**src/pkg/cpw_pkg.sv**
```systemverilog
// Function
// - two linked channels run complementary PWM variant 2 as output pairs.
// - conversion start triggers are issued only while the carrier counts up.
// - a new duty value takes effect only at the carrier trough.
// - channel A count equal to compare register A raises an unskipped event.
// - a conversion request fires when the counter matches the peak value.
// - a conversion request fires on cycle-set A match, up-count matches only.
// - cycle-set register A starts at 16 counts.
// - the buffer feeding cycle-set register A also starts at 16 counts.
// - output-level buffer stays inactive; no level is ever copied from it.
// - all four phase outputs are active high.
package cpw_pkg;
    localparam int          CLK_FREQ_KHZ      = 10000;
    localparam int          CARRIER_PERIOD_NS = 10000;
    localparam int          DEAD_TIME_NS      = 500;
    // full triangle of 2*peak cycles spans one carrier period
    localparam int          PERIOD_CYC  = CARRIER_PERIOD_NS * CLK_FREQ_KHZ
                                          / 1000000;
    localparam int          PEAK_CYC    = PERIOD_CYC / 2;
    // least time: round up
    localparam int          DEAD_CYC    = (DEAD_TIME_NS * CLK_FREQ_KHZ
                                           + 999999) / 1000000;
    localparam int          CNT_W       = 16;
    localparam logic [15:0] TRIG_INIT   = 16'h0010;
    localparam logic [15:0] PEAK_VAL    = 16'(PEAK_CYC);
    localparam logic [15:0] DUTY_INIT   = 16'h0000;
    // register byte offsets
    localparam logic [7:0]  OFS_CTRL    = 8'h00;
    localparam logic [7:0]  OFS_DUTY_V  = 8'h04;
    localparam logic [7:0]  OFS_DUTY_W  = 8'h08;
    localparam logic [7:0]  OFS_TRIG    = 8'h0c;
    localparam logic [7:0]  OFS_STATUS  = 8'h10;
    localparam logic [7:0]  OFS_MASK    = 8'h14;
    localparam logic [7:0]  OFS_CNT     = 8'h18;
    localparam logic [7:0]  OFS_TRIG_A  = 8'h1c;
    // field positions
    localparam int          CTRL_RUN    = 0;
    localparam int          ST_CMPA     = 0;
    localparam int          ST_TRIG     = 1;
    localparam int          ST_W        = 2;
    localparam int          CNT_DIR_BIT = 16;
endpackage

```
**src/pkg/cpw_carrier_if.sv**
```systemverilog
`timescale 1ns/10ps
interface cpw_carrier_if;
    logic [15:0] cnt;
    logic        up;
    logic        trough;
    logic        peak;
    modport src (output cnt, output up, output trough, output peak);
    modport snk (input cnt, input up, input trough, input peak);
endinterface

```
**src/design/cpw_carrier.sv**
```systemverilog
`timescale 1ns/10ps
module cpw_carrier #(
    parameter logic [15:0] PEAK = cpw_pkg::PEAK_VAL
) (
    input  wire logic       pclk,
    input  wire logic       presetn,
    input  wire logic       run,
    cpw_carrier_if.src      car
);
    import cpw_pkg::*;
    logic [15:0] cnt_q;
    logic        up_q;
    wire         at_peak   = up_q && (cnt_q == PEAK);
    wire         at_trough = !up_q && (cnt_q == 16'h0001);

    // triangle straight from pclk, cleared to zero and held there while run is low
    always_ff @(posedge pclk or negedge presetn) begin
        if (!presetn) begin
            cnt_q <= 16'h0000;
            up_q  <= 1'b1;
        end else if (!run) begin
            cnt_q <= 16'h0000;
            up_q  <= 1'b1;
        end else if (at_peak) begin
            cnt_q <= cnt_q - 16'h0001;
            up_q  <= 1'b0;
        end else if (at_trough) begin
            cnt_q <= 16'h0000;
            up_q  <= 1'b1;
        end else if (up_q) begin
            cnt_q <= cnt_q + 16'h0001;
        end else begin
            cnt_q <= cnt_q - 16'h0001;
        end
    end

    assign car.cnt    = cnt_q;
    assign car.up     = up_q;
    assign car.peak   = run && at_peak;
    assign car.trough = run && (cnt_q == 16'h0000);
endmodule // cpw_carrier

```
**src/design/cpw_deadtime.sv**
```systemverilog
`timescale 1ns/10ps
module cpw_deadtime #(
    parameter int DEAD = cpw_pkg::DEAD_CYC
) (
    input  wire logic pclk,
    input  wire logic presetn,
    input  wire logic run,
    input  wire logic raw,
    output logic      pos_q,
    output logic      neg_q
);
    import cpw_pkg::*;
    logic       raw_q;
    logic [7:0] dt_q;
    // the cycle that sees the edge is the first of the dead cycles
    wire        settled = (({1'b0, dt_q} + 9'h001) >= 9'(DEAD));
    wire        change  = (raw != raw_q);

    // both legs held off for the dead time after every edge of raw
    always_ff @(posedge pclk or negedge presetn) begin
        if (!presetn) begin
            raw_q <= 1'b0;
            dt_q  <= 8'h00;
        end else if (change || !run) begin
            raw_q <= raw;
            dt_q  <= 8'h00;
        end else if (!settled) begin
            dt_q  <= dt_q + 8'h01;
        end
    end

    // fixed high active level; no level buffer exists to reload it
    always_ff @(posedge pclk or negedge presetn) begin
        if (!presetn) begin
            pos_q <= 1'b0;
            neg_q <= 1'b0;
        end else begin
            pos_q <= run && !change && settled && raw_q;
            neg_q <= run && !change && settled && !raw_q;
        end
    end

    AST_DT_GAP: assert property (@(posedge pclk) disable iff (!presetn)
        $fell(neg_q) |-> !pos_q [*5])
        else $error("positive leg rose inside the dead time");
    AST_NO_OVERLAP: assert property (@(posedge pclk) disable iff (!presetn)
        !(pos_q && neg_q))
        else $error("both legs of a phase active together");
endmodule // cpw_deadtime

```
**src/design/cpw_top.sv**
```systemverilog
`timescale 1ns/10ps
module cpw_top (
    input  wire logic        pclk,
    input  wire logic        presetn,
    input  wire logic        psel,
    input  wire logic        penable,
    input  wire logic        pwrite,
    input  wire logic [7:0]  paddr,
    input  wire logic [31:0] pwdata,
    output logic [31:0]      prdata,
    output logic             pready,
    output logic             pslverr,
    output logic             v_phase_positive_out,
    output logic             v_phase_negative_out,
    output logic             w_phase_positive_out,
    output logic             w_phase_negative_out,
    output logic             chan_a_compare_a_event,
    output logic             combined_conversion_trigger,
    output logic             irq
);
    import cpw_pkg::*;

    cpw_carrier_if car ();

    logic        run_q;
    logic [15:0] duty_v_buf_q;
    logic [15:0] duty_w_buf_q;
    logic [15:0] duty_v_q;
    logic [15:0] duty_w_q;
    logic [15:0] trig_buf_q;
    logic [15:0] trig_set_q;
    logic [ST_W-1:0] status_q;
    logic [ST_W-1:0] status_d;
    logic [ST_W-1:0] mask_q;
    logic [31:0] prdata_q;
    logic        pready_q;
    logic        pslverr_q;
    logic        cmpa_q;
    logic        trig_q;
    logic        irq_q;
    logic [1:0]  pos_w;
    logic [1:0]  neg_w;

    // ---------------- apb slave: no wait states, data latched in setup
    wire setup    = psel && !penable;
    wire access   = psel && penable && pready_q;
    wire wr_acc   = access && pwrite;
    wire rd_acc   = access && !pwrite;
    wire hit_ctrl = (paddr == OFS_CTRL);
    wire hit_dv   = (paddr == OFS_DUTY_V);
    wire hit_dw   = (paddr == OFS_DUTY_W);
    wire hit_trig = (paddr == OFS_TRIG);
    wire hit_st   = (paddr == OFS_STATUS);
    wire hit_mask = (paddr == OFS_MASK);
    wire hit_cnt  = (paddr == OFS_CNT);
    wire hit_trga = (paddr == OFS_TRIG_A);
    wire mapped   = hit_ctrl || hit_dv || hit_dw || hit_trig || hit_st
                    || hit_mask || hit_cnt || hit_trga;

    logic [31:0] rd_mux;
    always_comb begin
        if (hit_ctrl) begin
            rd_mux = {31'h0, run_q};
        end else if (hit_dv) begin
            rd_mux = {16'h0, duty_v_buf_q};
        end else if (hit_dw) begin
            rd_mux = {16'h0, duty_w_buf_q};
        end else if (hit_trig) begin
            rd_mux = {16'h0, trig_buf_q};
        end else if (hit_st) begin
            rd_mux = {30'h0, status_q};
        end else if (hit_mask) begin
            rd_mux = {30'h0, mask_q};
        end else if (hit_cnt) begin
            rd_mux = {15'h0, car.up, car.cnt};
        end else if (hit_trga) begin
            rd_mux = {16'h0, trig_set_q};
        end else begin
            rd_mux = 32'h0000_0000;
        end
    end

    always_ff @(posedge pclk or negedge presetn) begin
        if (!presetn) begin
            pready_q  <= 1'b0;
            pslverr_q <= 1'b0;
            prdata_q  <= 32'h0000_0000;
        end else begin
            pready_q  <= setup;
            pslverr_q <= setup && !mapped;
            if (setup) begin
                prdata_q <= rd_mux;
            end
        end
    end

    // ---------------- software registers
    // duty buffers are the landing spot of apb writes
    always_ff @(posedge pclk or negedge presetn) begin
        if (!presetn) begin
            run_q        <= 1'b0;
            duty_v_buf_q <= DUTY_INIT;
            duty_w_buf_q <= DUTY_INIT;
            trig_buf_q   <= TRIG_INIT;
            mask_q       <= '0;
        end else if (wr_acc) begin
            if (hit_ctrl) run_q <= pwdata[CTRL_RUN];
            if (hit_dv) duty_v_buf_q <= pwdata[15:0];
            if (hit_dw) duty_w_buf_q <= pwdata[15:0];
            if (hit_trig) trig_buf_q <= pwdata[15:0];
            if (hit_mask) mask_q <= pwdata[ST_W-1:0];
        end
    end

    // ---------------- carrier and trough reload
    cpw_carrier #(
        .PEAK    (PEAK_VAL)
    ) u_carrier (
        .pclk    (pclk),
        .presetn (presetn),
        .run     (run_q),
        .car     (car.src)
    );

    // compare values only move at the trough, never mid-period
    always_ff @(posedge pclk or negedge presetn) begin
        if (!presetn) begin
            duty_v_q   <= DUTY_INIT;
            duty_w_q   <= DUTY_INIT;
            trig_set_q <= TRIG_INIT;
        end else if (car.trough) begin
            duty_v_q   <= duty_v_buf_q;
            duty_w_q   <= duty_w_buf_q;
            trig_set_q <= trig_buf_q;
        end
    end

    // ---------------- complementary phases with dead time
    wire [1:0] raw = {car.cnt < duty_w_q, car.cnt < duty_v_q};

    genvar g;
    generate
        for (g = 0; g < 2; g++) begin : g_phase
            cpw_deadtime #(
                .DEAD    (DEAD_CYC)
            ) u_dt (
                .pclk    (pclk),
                .presetn (presetn),
                .run     (run_q),
                .raw     (raw[g]),
                .pos_q   (pos_w[g]),
                .neg_q   (neg_w[g])
            );
        end
    endgenerate

    assign v_phase_positive_out = pos_w[0];
    assign v_phase_negative_out = neg_w[0];
    assign w_phase_positive_out = pos_w[1];
    assign w_phase_negative_out = neg_w[1];

    // ---------------- events and conversion triggers
    // every match fires: no skipping counter on this event
    wire cmpa_hit = run_q && (car.cnt == duty_v_q);
    // down-count matches are dropped so sampling sits mid-pulse
    wire trig_hit = run_q && car.up
                    && (car.peak || car.cnt == trig_set_q);

    always_ff @(posedge pclk or negedge presetn) begin
        if (!presetn) begin
            cmpa_q <= 1'b0;
            trig_q <= 1'b0;
            irq_q  <= 1'b0;
        end else begin
            cmpa_q <= cmpa_hit;
            trig_q <= trig_hit;
            irq_q  <= |(status_d & mask_q);
        end
    end

    // a new event in the clearing read's cycle survives the clear
    wire [ST_W-1:0] st_set = {trig_hit, cmpa_hit};
    wire [ST_W-1:0] st_clr = (rd_acc && hit_st) ? '1 : '0;
    assign status_d = (status_q & ~st_clr) | st_set;

    always_ff @(posedge pclk or negedge presetn) begin
        if (!presetn) begin
            status_q <= '0;
        end else begin
            status_q <= status_d;
        end
    end

    assign prdata                      = prdata_q;
    assign pready                      = pready_q;
    assign pslverr                     = pslverr_q;
    assign chan_a_compare_a_event      = cmpa_q;
    assign combined_conversion_trigger = trig_q;
    assign irq                         = irq_q;

    // ---------------- checks
    logic started_q;
    logic trig_wr_q;
    always_ff @(posedge pclk or negedge presetn) begin
        if (!presetn) begin
            started_q <= 1'b0;
            trig_wr_q <= 1'b0;
        end else begin
            if (car.trough) started_q <= 1'b1;
            if (wr_acc && hit_trig) trig_wr_q <= 1'b1;
        end
    end

    AST_TRIG_UP: assert property (@(posedge pclk) disable iff (!presetn)
        combined_conversion_trigger |-> $past(car.up))
        else $error("conversion trigger issued on down count");
    AST_DUTY_TROUGH: assert property (@(posedge pclk) disable iff (!presetn)
        $changed(duty_v_q) |-> $past(car.trough))
        else $error("duty changed away from the trough");
    AST_CMPA: assert property (@(posedge pclk) disable iff (!presetn)
        (run_q && car.cnt == duty_v_q) |=> chan_a_compare_a_event)
        else $error("compare A match gave no event");
    AST_PEAK_TRIG: assert property (@(posedge pclk) disable iff (!presetn)
        car.peak |=> combined_conversion_trigger)
        else $error("peak match gave no conversion trigger");
    AST_SETA_TRIG: assert property (@(posedge pclk) disable iff (!presetn)
        (run_q && car.up && car.cnt == trig_set_q)
        |=> combined_conversion_trigger)
        else $error("cycle-set A up match gave no trigger");
    AST_SETA_INIT: assert property (@(posedge pclk) disable iff (!presetn)
        !started_q |-> trig_set_q == 16'h0010)
        else $error("cycle-set A not at 16 before first reload");
    AST_SETA_BUF: assert property (@(posedge pclk) disable iff (!presetn)
        !trig_wr_q |-> trig_buf_q == 16'h0010)
        else $error("cycle-set buffer A not at 16 before a write");
    AST_PERIOD: assert property (@(posedge pclk) disable iff (!presetn)
        (car.trough && run_q) |-> ##100 (car.trough || !run_q))
        else $error("carrier period is not 100 cycles");

    COV_TRIG: cover property (@(posedge pclk) disable iff (!presetn)
        combined_conversion_trigger);
    COV_RELOAD: cover property (@(posedge pclk) disable iff (!presetn)
        car.trough && duty_v_buf_q != duty_v_q);
    COV_IRQ_CLR: cover property (@(posedge pclk) disable iff (!presetn)
        irq ##1 (rd_acc && hit_st));
endmodule // cpw_top

```
**config.mk**
```make
export PLATFORM = sky130hd
export DESIGN_NAME = cpw_top
export DESIGN_NICKNAME = d
export VERILOG_FILES = /design/src/pkg/cpw_pkg.sv /design/src/pkg/cpw_carrier_if.sv /design/src/design/cpw_carrier.sv /design/src/design/cpw_deadtime.sv /design/src/design/cpw_top.sv
export SDC_FILE = /design/constraint.sdc
export NUM_CORES = 1
export LEC_CHECK = 0
export ABC_AREA = 1
export BUFFER_PORTS_ARGS = -buffer_cell sky130_fd_sc_hd__buf_2
export CAP_MARGIN = 20
export CORE_MARGIN = 3
export CORE_UTILIZATION = 45
export CTS_CLUSTER_DIAMETER = 150
export DETAILED_ROUTE_END_ITERATION = 6
export HOLD_SLACK_MARGIN = 0.1
export PLACE_DENSITY = 0.71
export SLEW_MARGIN = 25
export SYNTH_ARGS = -nofsm -noshare
export SYNTH_HDL_FRONTEND = slang
export SYNTH_SLANG_ARGS = --single-unit
```
**constraint.sdc**
```tcl
create_clock -name pclk -period 1.7 [get_ports pclk]
set_input_delay 0.17 -clock pclk [delete_from_list [all_inputs] [get_ports pclk]]
set_output_delay 0.17 -clock pclk [all_outputs]
set_load 0.005 [all_outputs]
```
# Word level (Yosys, flattened, before mapping)
# Cells that the tools add are included.
# op_classes
muxes,20
n_eq_ne,16
n_div,0
multipliers,0
shift,0
n_lt_le_gt_ge,4
n_addsub,6
n_bitwise,4
n_reduce_logical,49
# ops
op,count
two-way mux 32 bit,3
two-way mux 16 bit,5
two-way mux 17 bit,4
== test 16 bit,2
== test 8 x 5 -> 1 bit (second input constant),4
< comparator 16 bit,2
two-way mux 8 bit,4
logical AND 1 bit,22
adder 8 x 1 -> 9 bit (second input constant),2
greater-or-equal comparator 9 x 3 -> 1 bit (second input constant),2
adder 16 x 1 -> 16 bit (second input constant),1
adder 8 x 1 -> 8 bit (second input constant),2
== test 16 x 1 -> 1 bit (second input constant),1
== test 16 x 6 -> 1 bit (second input constant),1
== test 8 x 4 -> 1 bit (second input constant),2
logical NOT 16 bit,1
subtractor 16 x 1 -> 16 bit (second input constant),1
logical OR 1 bit,10
AND reduction 2 bit,5
logical NOT 1 bit,9
== test 8 x 3 -> 1 bit (second input constant),1
logical NOT 8 bit,1
bitwise AND 2 bit,2
!= test 2 bit (second input constant),2
other kinds (7),10
# word_totals
ff_bits,177
ram_bits,0
mem_count,0
in_bits,45
latchBits,0
output_inout_bits,41
rom_bits,0

# Depth between registers and ports, before layout
# Gate-level depths: netlist of run 1.
# logic_depth
depth_word,10
depth_mapped,13
depth_no_buf,13

# By module
# Synthesis of run 1 repeated with hierarchy kept, for this count alone.
# unflattened
hier_cells,1225
area_unflattened_um2,9366.5
# by_module_without_submodules
module,cells_each,instances,area_each_um2
cpw_top,816,1,6576.3
cpw_carrier,279,1,1694.1
cpw_deadtime,65,2,548.0

# Least setup slack after synthesis of run 1
# OpenSTA, ideal clock, no wires.
# synth_path
path_kind,reg-to-reg
from,"reg u_carrier.cnt_q[9], in the netlist u_carrier.car.cnt[9]"
to,reg g_phase[0].u_dt.dt_q[0]
setup_time_ns,0.079
synth_period_minus_slack_ns,1.690
path_stages_with_launch,11
required_ns,1.621
arrival_time_ns,1.611
slack_ns,0.010
path_cell_list,dfrtp_1 ha_1 nand2_1 inv_1 o21ai_0 a21oi_1 nor2_1 nand2_1 nand2_1 nand3_1 a21oi_1
# synth_between
elab_chain_cells,4
# synth_lines
element,line_no,rtl
from (decl),cpw_carrier.sv:11,logic [15:0] cnt_q;
from (signal assigned),cpw_carrier.sv:25,cnt_q <= cnt_q - 16'h0001;
from (signal assigned),cpw_carrier.sv:31,cnt_q <= cnt_q + 16'h0001;
from (signal assigned),cpw_carrier.sv:33,cnt_q <= cnt_q - 16'h0001;
< comparator 16 bit (*),cpw_top.sv:139,"wire [1:0] raw = {car.cnt < duty_w_q, car.cnt < duty_v_q};"
!= test 1 bit (*),cpw_deadtime.sv:17,wire change = (raw != raw_q);
logical OR 1 bit (*),cpw_deadtime.sv:24,end else if (change || !run) begin
!= test 2 bit (no source line) or two-way mux 8 bit (tied branches),n/a,
to (signal assigned),cpw_deadtime.sv:28,dt_q <= dt_q + 8'h01;
to (decl),cpw_deadtime.sv:14,logic [7:0] dt_q;
# Mark *: on every way between the ends. The rest lies on a longest branch, timed or not.
# A chain may end at the register's enable or synchronous reset.

# Worst setup path after layout of run 1
# layout_path
from,"reg u_carrier.cnt_q[8], in the netlist u_carrier.car.cnt[8]"
to,reg g_phase[0].u_dt.pos_q
# layout_between
elab_chain_cells,6
# layout_lines
element,line_no,rtl
< comparator 16 bit,cpw_top.sv:139,
!= test 1 bit,cpw_deadtime.sv:17,
logical NOT 1 bit,cpw_deadtime.sv:38,pos_q <= run && !change && settled && raw_q;
logical AND 1 bit (3 in series),cpw_deadtime.sv:38,
to (signal assigned),cpw_deadtime.sv:38,
to (decl),cpw_deadtime.sv:9,"output logic pos_q,"
# Every way passes these cells.

==> tab_implementation.tex, run 1 <==
\begin{tabular}{lr}
\hline
Metric & Value \\
\hline
\multicolumn{2}{l}{\textbf{Outcome}} \\
Status & finished with violations \\
Violated checks & negative setup slack \\
\multicolumn{2}{l}{\textbf{Global route}} \\
Remaining global-route overflow & 0 \\
Global-route wire length before repair & about 40 mm \\
Number of antenna violations at the first check in global routing & 0 \\
Overall routing resource usage & between 20\% and 30\% \\
Pin count of the biggest net entering global routing & 43 \\
Via count of the first global-routing pass & 7939 \\
\multicolumn{2}{l}{\textbf{Timing}} \\
Worst setup skew after layout & between 0.009 and 0.01 ns \\
F\_max & 547 MHz \\
Min cycle time layout & about 1.8 ns \\
Count of pins over their slew limit & 0 \\
Count of endpoints failing setup in the final report & 66 \\
Final number of hold-violating endpoints & 0 \\
Unrepaired setup endpoints after global routing & true \\
Final setup slack of the worst path & -0.128 ns \\
Post-route clock period utilization & 108\% \\
\multicolumn{2}{l}{\textbf{Floorplan}} \\
Die width & 146 um \\
Die area & 21400 um2 \\
Total core area & 19000 um2 \\
Number of rows in the core area & 50 \\
Overall die height & 146 um \\
Initial core utilization & between 40\% and 50\% \\
Boundary Pins & 86 \\
\multicolumn{2}{l}{\textbf{Final layout}} \\
Count of inserted antenna diode cells & 0 \\
Final net count & 1372 \\
Layout Cell Area excl Fill & 12000 um2 \\
Final standard cell count with taps included and fillers excluded & 1560 \\
Final core area utilization & 63.4\% \\
Area Growth Syn to Fin & 35.9\% \\
Proportion of layout cells with a drive suffix above 1 & 31.3\% \\
\multicolumn{2}{l}{\textbf{CTS}} \\
CTS clk-pin slew, worst paths & around 0.07 ns \\
Maximum level of the CTS H-tree & 4 \\
Maximum buffer depth of the clock tree & 2 \\
Clock insertion delay at the later pin of the skew report & roughly 0.44 ns \\
Inserted Clock Buffers & 17 \\
Root buf cell & sky130\_fd\_sc\_hd\_\_clkbuf\_16 \\
Sinks on Clock Net & 162 \\
CTS tree & built \\
\multicolumn{2}{l}{\textbf{Worst setup path}} \\
Req. time, crit path & 2.08 ns \\
Critical Path Fanout Max & 4 \\
CP startpoint kind & flip-flop \\
Kind of end point of the critical path & flip-flop \\
Classification of the worst setup path & reg -> reg \\
WP data arrival & 2.21 ns \\
\multicolumn{2}{l}{\textbf{Synthesis}} \\
Cell variety after synth & 46 \\
Mean Syn Cell Area & approximately 8 um2 \\
Synth Instances & 1107 \\
Netlist area before placement & 8870 um2 \\
Yosys warning count & 0 \\
FF+latch count, synth & 162 \\
Sequential cell area fraction in the yosys report & 45.8\% \\
Most used flip-flop cell after synthesis & sky130\_fd\_sc\_hd\_\_dfrtp\_1 \\
Number of enable-type register cells in the synthesized netlist & 0 \\
Share of flip-flops with an asynchronous set or reset & 100\% \\
\multicolumn{2}{l}{\textbf{Placed design}} \\
Pre-CTS setup slack & -0.163 ns \\
Port Buf Inserts & 54 \\
DP Area & 10100 um2 \\
Final estimated routing congestion in global placement & approximately 0.92 \\
Count of placed standard cells including taps & about 1.5k \\
Half-perimeter wire length after placement & 17.9 mm \\
\multicolumn{2}{l}{\textbf{Drt}} \\
Via-per-instance ratio & roughly 5.4 \\
Post-route ant nets & 0 \\
Total vias in the final route & 8394 \\
Drt drc & 0 \\
Drt total wl & approximately 27 mm \\
Drt wl/cell & 17.2 um \\
TritonRoute pass-1 iters & 5 \\
DRT iter0 DRCs & just under 700 \\
\multicolumn{2}{l}{\textbf{Flow run}} \\
Max Cap Violations & 0 \\
\multicolumn{2}{l}{\textbf{Pwr}} \\
Worst voltage drop across the vdd grid & 0.000668 V \\
Fraction of power consumed by sequential logic & 42.7\% \\
Reported net switching power & 0.00228 W \\
Relative contribution of the clock network to total power & 47.2\% \\
Internal power of the cells & 0.00714 W \\
Power per Cell Area & 782 nW/um2 \\
Standby leakage power & slightly below 6 nW \\
Fraction of power consumed by combinational cells & 10.1\% \\
Net switching share of the total power & 24.2\% \\
\multicolumn{2}{l}{\textbf{Min path}} \\
Path class of the lowest-slack min-delay path & in -> reg \\
\hline
\end{tabular}
==> worst max-delay path, cell delays in order (launching register included) <==
cell and delay (ns):
sky130_fd_sc_hd__dfrtp_2 0.47, sky130_fd_sc_hd__buf_4 0.16, sky130_fd_sc_hd__ha_1 0.19, sky130_fd_sc_hd__nand2_1 0.08, sky130_fd_sc_hd__inv_1 0.05, sky130_fd_sc_hd__o21ai_1 0.12, sky130_fd_sc_hd__a21oi_1 0.09, sky130_fd_sc_hd__nor2_2 0.17
sky130_fd_sc_hd__nand2_2 0.09, sky130_fd_sc_hd__buf_4 0.14, sky130_fd_sc_hd__inv_1 0.07, sky130_fd_sc_hd__nand4_1 0.08, sky130_fd_sc_hd__inv_1 0.07
==> synthesized netlist by cell type, types with 9 or more instances <==
cell / n / area share (%)
sky130_fd_sc_hd__a21oi_1: 86 / 4.9
sky130_fd_sc_hd__buf_2: 9 / 0.51
sky130_fd_sc_hd__buf_4: 19 / 1.6
sky130_fd_sc_hd__clkbuf_1: 24 / 1.0
sky130_fd_sc_hd__dfrtp_1: 159 / 45
sky130_fd_sc_hd__ha_1: 40 / 5.6
sky130_fd_sc_hd__inv_1: 141 / 6.0
sky130_fd_sc_hd__nand2_1: 242 / 10
sky130_fd_sc_hd__nand3_1: 45 / 2.5
sky130_fd_sc_hd__nand4_1: 17 / 1.2
sky130_fd_sc_hd__nor2_1: 94 / 4.0
sky130_fd_sc_hd__nor3_1: 9 / 0.51
sky130_fd_sc_hd__o211ai_1: 17 / 1.4
sky130_fd_sc_hd__o21ai_0: 93 / 5.2
sky130_fd_sc_hd__o21ai_1: 18 / 1.0
sky130_fd_sc_hd__xor2_1: 21 / 2.1
==> what timing repair did <==
action	CTS	global route
endpoints found under the setup margin	43	82
hold buffers	18	0
hold endpoints to repair	208	0
setup buffers	5	23
resized for setup	68	154
pin swaps	21	52
==> per-layer routing <==
metal / wire length, um / track usage (%) / vias up
met3: 1690 / 3.88 / 89
met5: 0 / 0 / -
li1: - / - / 3944
met2: 12800 / 38.0 / 361
met4: 1060 / 9.13 / 0
met1: 11300 / 31.8 / 4000
==> sequential cells by signal (all words and copies together), names as in the netlist <==
| name | flops |
|---|---|
| prdata | 17 |
| duty_v_buf_q | 16 |
| duty_v_q | 16 |
| duty_w_buf_q | 16 |
| duty_w_q | 16 |
| g_phase.u_dt.dt_q | 16 |
| trig_buf_q | 16 |
| trig_set_q | 16 |
| u_carrier.car.cnt | 16 |
| g_phase.u_dt.neg_q | 2 |
| g_phase.u_dt.pos_q | 2 |
| g_phase.u_dt.raw_q | 2 |
| mask_q | 2 |
| status_q | 2 |
| chan_a_compare_a_event | 1 |
| combined_conversion_trigger | 1 |
| irq | 1 |
| pready | 1 |
| pslverr | 1 |
| run_q | 1 |
| u_carrier.car.up | 1 |
==> cell type report <==
cell class / count / area, um2
well taps: 260 / 325
inverters: 150 / 581
fillers: 1532 / 6970
multi-input cells: 754 / 4750
flip-flops and latches: 162 / 4070
clock inverters: 11 / 225
clock buffers: 21 / 450
repair buffers: 202 / 1650
==> metrics by stage <==
stage	hold WS [ns]	power (W)	setup TNS [ns]
after floorplan	-0.126	0.00445	0
after global placement	0.130	0.00473	-1.56
after detailed placement	0.129	0.00475	-2.80
after CTS	0.110	0.00929	-0.809
after global routing	0.153	0.00972	-9.05
final	0.119	0.00942	-4.25
==> final timing paths <==
path                                      start                     to  slack [ns]  cells after the start
max reg2reg                u_carrier.car.cnt[8]  g_phase[0].u_dt.pos_q       -0.13                     12
min reg2reg                           prdata[2]              prdata[2]        0.47                      2
min                                      pwrite            status_q[0]        0.12                      4
max                        u_carrier.car.cnt[8]  g_phase[0].u_dt.pos_q       -0.13                     12
max in group asynchronous               presetn       u_carrier.car.up        0.81                      3
min in group asynchronous               presetn                    irq        0.25                      2
==> layout by cell type, fill, tap and decap left out, types with 18 or more instances in the layout <==
master	netlist	routed
sky130_fd_sc_hd__buf_4	19	100
sky130_fd_sc_hd__inv_1	141	130
sky130_fd_sc_hd__dlygate4sd3_1	0	18
sky130_fd_sc_hd__ha_4	0	20
sky130_fd_sc_hd__nand2_1	242	212
sky130_fd_sc_hd__dfrtp_1	159	146
sky130_fd_sc_hd__nor2_1	94	72
sky130_fd_sc_hd__nand3_1	45	31
sky130_fd_sc_hd__nand2_2	6	29
sky130_fd_sc_hd__nor2_4	6	18
sky130_fd_sc_hd__o21ai_1	18	33
sky130_fd_sc_hd__o21ai_0	93	69
sky130_fd_sc_hd__buf_6	3	19
sky130_fd_sc_hd__nor2_2	8	18
sky130_fd_sc_hd__xor2_1	21	21
sky130_fd_sc_hd__a21oi_1	86	72
sky130_fd_sc_hd__buf_2	9	53
==> kinds of logic after synthesis <==
family	share of synthesized area (%)
other	0.0423
AO/OA/AOI/OAI	14.2
XOR/XNOR	2.17
AND/OR/NAND/NOR	21.5
flip-flops	45.8
buffers and inverters	9.92
adder cells (fa/ha/maj)	5.64
multiplexers	0.762
==> power by group through the flow <==
stage,combinational (W),sequential (W),clock (W)
floorplan,0.000379,0.00407,0
global placement,0.000650,0.00408,0
detailed placement,0.000673,0.00408,0
CTS,0.000793,0.00401,0.00449
global route,0.00104,0.00403,0.00465
finish,0.000951,0.00402,0.00445
(Power assumes the default switching activity.)
==> inputs of run 2 (changes only) <==
- SYNTH_HIERARCHICAL: not set -> 1
==> run 2 against run 1 <==
The run still ends with negative setup slack left. Count of clock-buffer cells in the layout is 2 lower. Synthesized area is 5.6% higher. Die area is 5.4% higher. Highest routed layer unchanged. Maximum frequency is 15% lower. Non-clock buffer count is 26 higher. Worst hold slack better by 0.026 ns. Sequential power is 3% lower. Combinational power is 60% lower. Critical path type unchanged. Utilization hardly changed. Synthesized cell count is 11% higher. Power is 14% lower.
==> tab_implementation.tex, run 2 <==
\begin{tabular}{lr}
\hline
Metric & Value \\
\hline
\multicolumn{2}{l}{\textbf{Outcome}} \\
Status & finished with violations (unchanged) \\
Violated checks & negative setup slack (unchanged) \\
\multicolumn{2}{l}{\textbf{Worst setup path}} \\
Classification of the worst setup path & reg -> reg (unchanged) \\
Sum of buffers and inverters on the critical path & 2 (was 5) \\
Biggest cell delay along the critical path & 0.37 ns (was 0.47 ns) \\
CP startpoint kind & flip-flop (unchanged) \\
Kind of end point of the critical path & flip-flop (unchanged) \\
WP data arrival & 2.48 ns (was 2.21 ns) \\
CP max-delay cell & sky130\_fd\_sc\_hd\_\_dfrtp\_1 (was sky130\_fd\_sc\_hd\_\_dfrtp\_2) \\
Cell family contributing the most delay on the critical path & simple AND/OR/NAND/NOR gates (was buffers and inverters) \\
Critical Path Fanout Max & 8 (was 4) \\
Series of cell instances along the critical path & inv\_1 > ha\_4 > nand2\_1 > nor2\_1 > a211oi\_2 > o21ai\_2 > a21oi\_2 > nor2\_1 > nor2\_2 > nand2\_2 > inv\_4 > nand2\_8 > nand2\_4 > nand2\_2 (was buf\_4 > ha\_1 > nand2\_1 > inv\_1 > o21ai\_1 > a21oi\_1 > nor2\_2 > nand2\_2 > buf\_4 > inv\_1 > nand4\_1 > inv\_1) \\
Req. time, crit path & 2.02 ns (was 2.08 ns) \\
\multicolumn{2}{l}{\textbf{Drt}} \\
TritonRoute pass-1 iters & 6 (was 5) \\
Drt drc & 0 (unchanged) \\
Via-per-instance ratio & 5.19 (was 5.38) \\
DRT iter0 DRCs & 825 (was 680) \\
Post-route ant nets & 0 (unchanged) \\
Drt total wl & 27.1 mm (was 26.8 mm) \\
Total vias in the final route & 8930 (was 8394) \\
Drt wl/cell & 15.8 um (was 17.2 um) \\
\multicolumn{2}{l}{\textbf{Pwr}} \\
Fraction of power consumed by sequential logic & 47.7\% (was 42.7\%) \\
Worst voltage drop across the vdd grid & 0.000666 V (was 0.000668 V) \\
Internal power of the cells & 0.00617 W (was 0.00714 W) \\
Net switching share of the total power & 24.3\% (was 24.2\%) \\
Power per Cell Area & 631 nW/um2 (was 782 nW/um2) \\
Standby leakage power & 6.64 nW (was 5.80 nW) \\
Reported net switching power & 0.00198 W (was 0.00228 W) \\
Overall power & 0.00815 W (was 0.00942 W) \\
Fraction of power consumed by combinational cells & 4.6\% (was 10.1\%) \\
Relative contribution of the clock network to total power & 47.7\% (was 47.2\%) \\
\multicolumn{2}{l}{\textbf{Floorplan}} \\
Number of rows in the core area & 52 (was 50) \\
Overall die height & 150 um (was 146 um) \\
Total core area & 20400 um2 (was 19000 um2) \\
Initial core utilization & 46.0\% (was 46.6\%) \\
Die area & 22600 um2 (was 21400 um2) \\
Boundary Pins & 86 (unchanged) \\
Die width & 150 um (was 146 um) \\
\multicolumn{2}{l}{\textbf{Synthesis}} \\
Most used flip-flop cell after synthesis & sky130\_fd\_sc\_hd\_\_dfrtp\_1 (unchanged) \\
Mean Syn Cell Area & 7.65 um2 (was 8.01 um2) \\
Netlist area before placement & 9370 um2 (was 8870 um2) \\
List of most frequent post-synthesis cells & 357 x sky130\_fd\_sc\_hd\_\_nand2\_1, 159 x sky130\_fd\_sc\_hd\_\_dfrtp\_1, 151 x sky130\_fd\_sc\_hd\_\_inv\_1 (was 242 x sky130\_fd\_sc\_hd\_\_nand2\_1, 159 x sky130\_fd\_sc\_hd\_\_dfrtp\_1, 141 x sky130\_fd\_sc\_hd\_\_inv\_1) \\
Yosys warning count & 6 (was 0) \\
Top area cells in the synthesized netlist & sky130\_fd\_sc\_hd\_\_dfrtp\_1 42\%, sky130\_fd\_sc\_hd\_\_nand2\_1 14\%, sky130\_fd\_sc\_hd\_\_inv\_1 6.1\% (was sky130\_fd\_sc\_hd\_\_dfrtp\_1 45\%, sky130\_fd\_sc\_hd\_\_nand2\_1 10\%, sky130\_fd\_sc\_hd\_\_inv\_1 6.0\%) \\
Most instantiated library cell after synthesis & sky130\_fd\_sc\_hd\_\_nand2\_1 (unchanged) \\
Share of the synthesized area in the top cell type & 42.5\% (was 44.9\%) \\
Synth Instances & 1225 (was 1107) \\
Number of enable-type register cells in the synthesized netlist & 0 (unchanged) \\
Synth area leader & sky130\_fd\_sc\_hd\_\_dfrtp\_1 (unchanged) \\
Cell variety after synth & 45 (was 46) \\
Share of flip-flops with an asynchronous set or reset & 100\% (unchanged) \\
FF+latch count, synth & 162 (unchanged) \\
Sequential cell area fraction in the yosys report & 43.3\% (was 45.8\%) \\
\multicolumn{2}{l}{\textbf{Global route}} \\
Pin count of the biggest net entering global routing & 47 (was 43) \\
Remaining global-route overflow & 0 (unchanged) \\
Overall routing resource usage & 22.7\% (was 23.5\%) \\
Global-route wire length before repair & 41.2 mm (was 40.4 mm) \\
Via count of the first global-routing pass & 8275 (was 7939) \\
Number of antenna violations at the first check in global routing & 0 (unchanged) \\
\multicolumn{2}{l}{\textbf{Timing}} \\
Post-route clock period utilization & 127\% (was 108\%) \\
Final number of hold-violating endpoints & 0 (unchanged) \\
Count of endpoints failing setup in the final report & 85 (was 66) \\
Count of pins over their slew limit & 0 (unchanged) \\
Fin Hold WS & 0.145 ns (was 0.119 ns) \\
Min cycle time layout & 2.16 ns (was 1.83 ns) \\
Worst setup skew after layout & 0.0125 ns (was 0.00913 ns) \\
F\_max & 463 MHz (was 547 MHz) \\
Unrepaired setup endpoints after global routing & true (unchanged) \\
Final setup slack of the worst path & -0.458 ns (was -0.128 ns) \\
\multicolumn{2}{l}{\textbf{Placed design}} \\
Count of placed standard cells including taps & 1626 (was 1482) \\
Final estimated routing congestion in global placement & 0.875 (was 0.919) \\
Pre-CTS setup slack & -0.431 ns (was -0.163 ns) \\
Half-perimeter wire length after placement & 17.1 mm (was 17.9 mm) \\
Port Buf Inserts & 54 (unchanged) \\
\multicolumn{2}{l}{\textbf{Final layout}} \\
Most common cell after layout, fill and taps aside & sky130\_fd\_sc\_hd\_\_nand2\_1 (unchanged) \\
Count of inserted antenna diode cells & 0 (unchanged) \\
Final core area utilization & 63.4\% (about the same) \\
Final standard cell count with taps included and fillers excluded & 1719 (was 1560) \\
Final net count & 1520 (was 1372) \\
Number of flip-flops under the largest register name & 17 (unchanged) \\
Area Growth Syn to Fin & 37.8\% (was 35.9\%) \\
Proportion of layout cells with a drive suffix above 1 & 34.1\% (was 31.3\%) \\
Most frequent cells in the layout & 313 x sky130\_fd\_sc\_hd\_\_nand2\_1, 146 x sky130\_fd\_sc\_hd\_\_dfrtp\_1, 141 x sky130\_fd\_sc\_hd\_\_inv\_1 (was 212 x sky130\_fd\_sc\_hd\_\_nand2\_1, 146 x sky130\_fd\_sc\_hd\_\_dfrtp\_1, 130 x sky130\_fd\_sc\_hd\_\_inv\_1) \\
\multicolumn{2}{l}{\textbf{CTS}} \\
Root buf cell & sky130\_fd\_sc\_hd\_\_clkbuf\_16 (unchanged) \\
CTS tree & built (unchanged) \\
CTS clk-pin slew, worst paths & 0.07 ns (about the same) \\
Inserted Clock Buffers & 17 (unchanged) \\
Maximum buffer depth of the clock tree & 2 (unchanged) \\
Clock insertion delay at the later pin of the skew report & 0.43 ns (was 0.44 ns) \\
Maximum level of the CTS H-tree & 4 (unchanged) \\
Sinks on Clock Net & 162 (unchanged) \\
\multicolumn{2}{l}{\textbf{Flow run}} \\
Max Cap Violations & 0 (unchanged) \\
\multicolumn{2}{l}{\textbf{Min path}} \\
Path class of the lowest-slack min-delay path & in -> reg (unchanged) \\
\hline
\end{tabular}
[run 2: cell count changes in the layout (fill, tap and decap cells not counted), moves of 14 or more]
cell and delta:
sky130_fd_sc_hd__o21ai_2 +36, sky130_fd_sc_hd__o21ai_1 +14, sky130_fd_sc_hd__a21oi_1 -44, sky130_fd_sc_hd__xor2_1 -18, sky130_fd_sc_hd__o21ai_0 -34, sky130_fd_sc_hd__nand2_2 +16
sky130_fd_sc_hd__o211ai_1 -16, sky130_fd_sc_hd__nor2_1 +35, sky130_fd_sc_hd__nand2_1 +101, sky130_fd_sc_hd__nand2_4 +21
[run 2: logic make-up (layout without fill, tap and decap cells)]
group | after synthesis | after routing | share of synthesized area [%]
simple gates | 618 | 618 | 29.3
buf+inv | 212 | 422 | 10.4
compound gates | 188 | 188 | 11.2
flops | 162 | 162 | 43.3
fa+ha+maj | 39 | 39 | 5.21
xor+xnor | 4 | 4 | 0.374
other cells | 1 | 15 | 0.0400
mux | 1 | 1 | 0.120
[run 2: power by group through the flow]
| stage | Clock (W) | Combinational, W | Sequential (W) |
|---|---|---|---|
| detailed placement | 0 | 0.000306 | 0.00396 |
| global placement | 0 | 0.000300 | 0.00395 |
| global route | 0.00406 | 0.000419 | 0.00388 |
| floorplan | 0 | 0.000148 | 0.00396 |
| finish | 0.00389 | 0.000377 | 0.00388 |
| CTS | 0.00390 | 0.000354 | 0.00388 |
[run 2: through the flow]
stage	cell area, um2	setup TNS, ns
detailed placement	10800	-16.08
floorplan	9590	-7.22
global route	12900	-28.18
CTS	11900	-18.28
global placement	10800	-13.52
finish	12900	-21.96
[run 2: area by class of cell]
cell class | instances | area (um2)
fill | 1552 | 7460
multi-input combinational | 865 | 5180
sequential | 162 | 4070
timing repair buffer | 228 | 2110
inverter | 162 | 621
clock buffer | 19 | 453
tap | 270 | 338
clock inverter | 13 | 140
[run 2: final timing paths]
kind / startpoint / to / slack (ns) / depth (start not counted)
min in group asynchronous: presetn / chan_a_compare_a_event / 0.24 / 2
worst min-delay path: psel / prdata[16] / 0.15 / 5
worst min register to register: g_phase[1].u_dt/raw_q / g_phase[1].u_dt/neg_q / 0.48 / 1
worst max register to register: duty_v_q[7] / g_phase[0].u_dt/dt_q[0] / -0.46 / 14
worst max-delay path: duty_v_q[7] / g_phase[0].u_dt/dt_q[0] / -0.46 / 14
max in group asynchronous: presetn / trig_set_q[4] / 0.84 / 3
[run 2: repair_timing]
item / CTS / global route
cloned: 4 / 8
endpoints found under the setup margin: 88 / 92
hold endpoints to repair: 209 / 0
hold buffers: 20 / 0
pin swaps: 17 / 59
resized for setup: 36 / 176
buffers inserted: 13 / 20
[run 2: worst register-to-register path, cell delays in order, from the launching register on]
cell and delay [ns]:
sky130_fd_sc_hd__dfrtp_1 0.37, sky130_fd_sc_hd__inv_1 0.12, sky130_fd_sc_hd__ha_4 0.23, sky130_fd_sc_hd__nand2_1 0.08, sky130_fd_sc_hd__nor2_1 0.06, sky130_fd_sc_hd__a211oi_2 0.26
sky130_fd_sc_hd__o21ai_2 0.12, sky130_fd_sc_hd__a21oi_2 0.21, sky130_fd_sc_hd__nor2_1 0.08, sky130_fd_sc_hd__nor2_2 0.11, sky130_fd_sc_hd__nand2_2 0.11, sky130_fd_sc_hd__inv_4 0.12
sky130_fd_sc_hd__nand2_8 0.08, sky130_fd_sc_hd__nand2_4 0.06, sky130_fd_sc_hd__nand2_2 0.05
[run 2: routing by layer]
metal  vias to the layer above  track usage [%]  routed length [um]
li1                       4274                -                   -
met1                      4323             31.5               11900
met2                       299             37.2               13400
met3                        34             3.58                1380
met4                         0             5.76                 414
met5                         -                0                   0
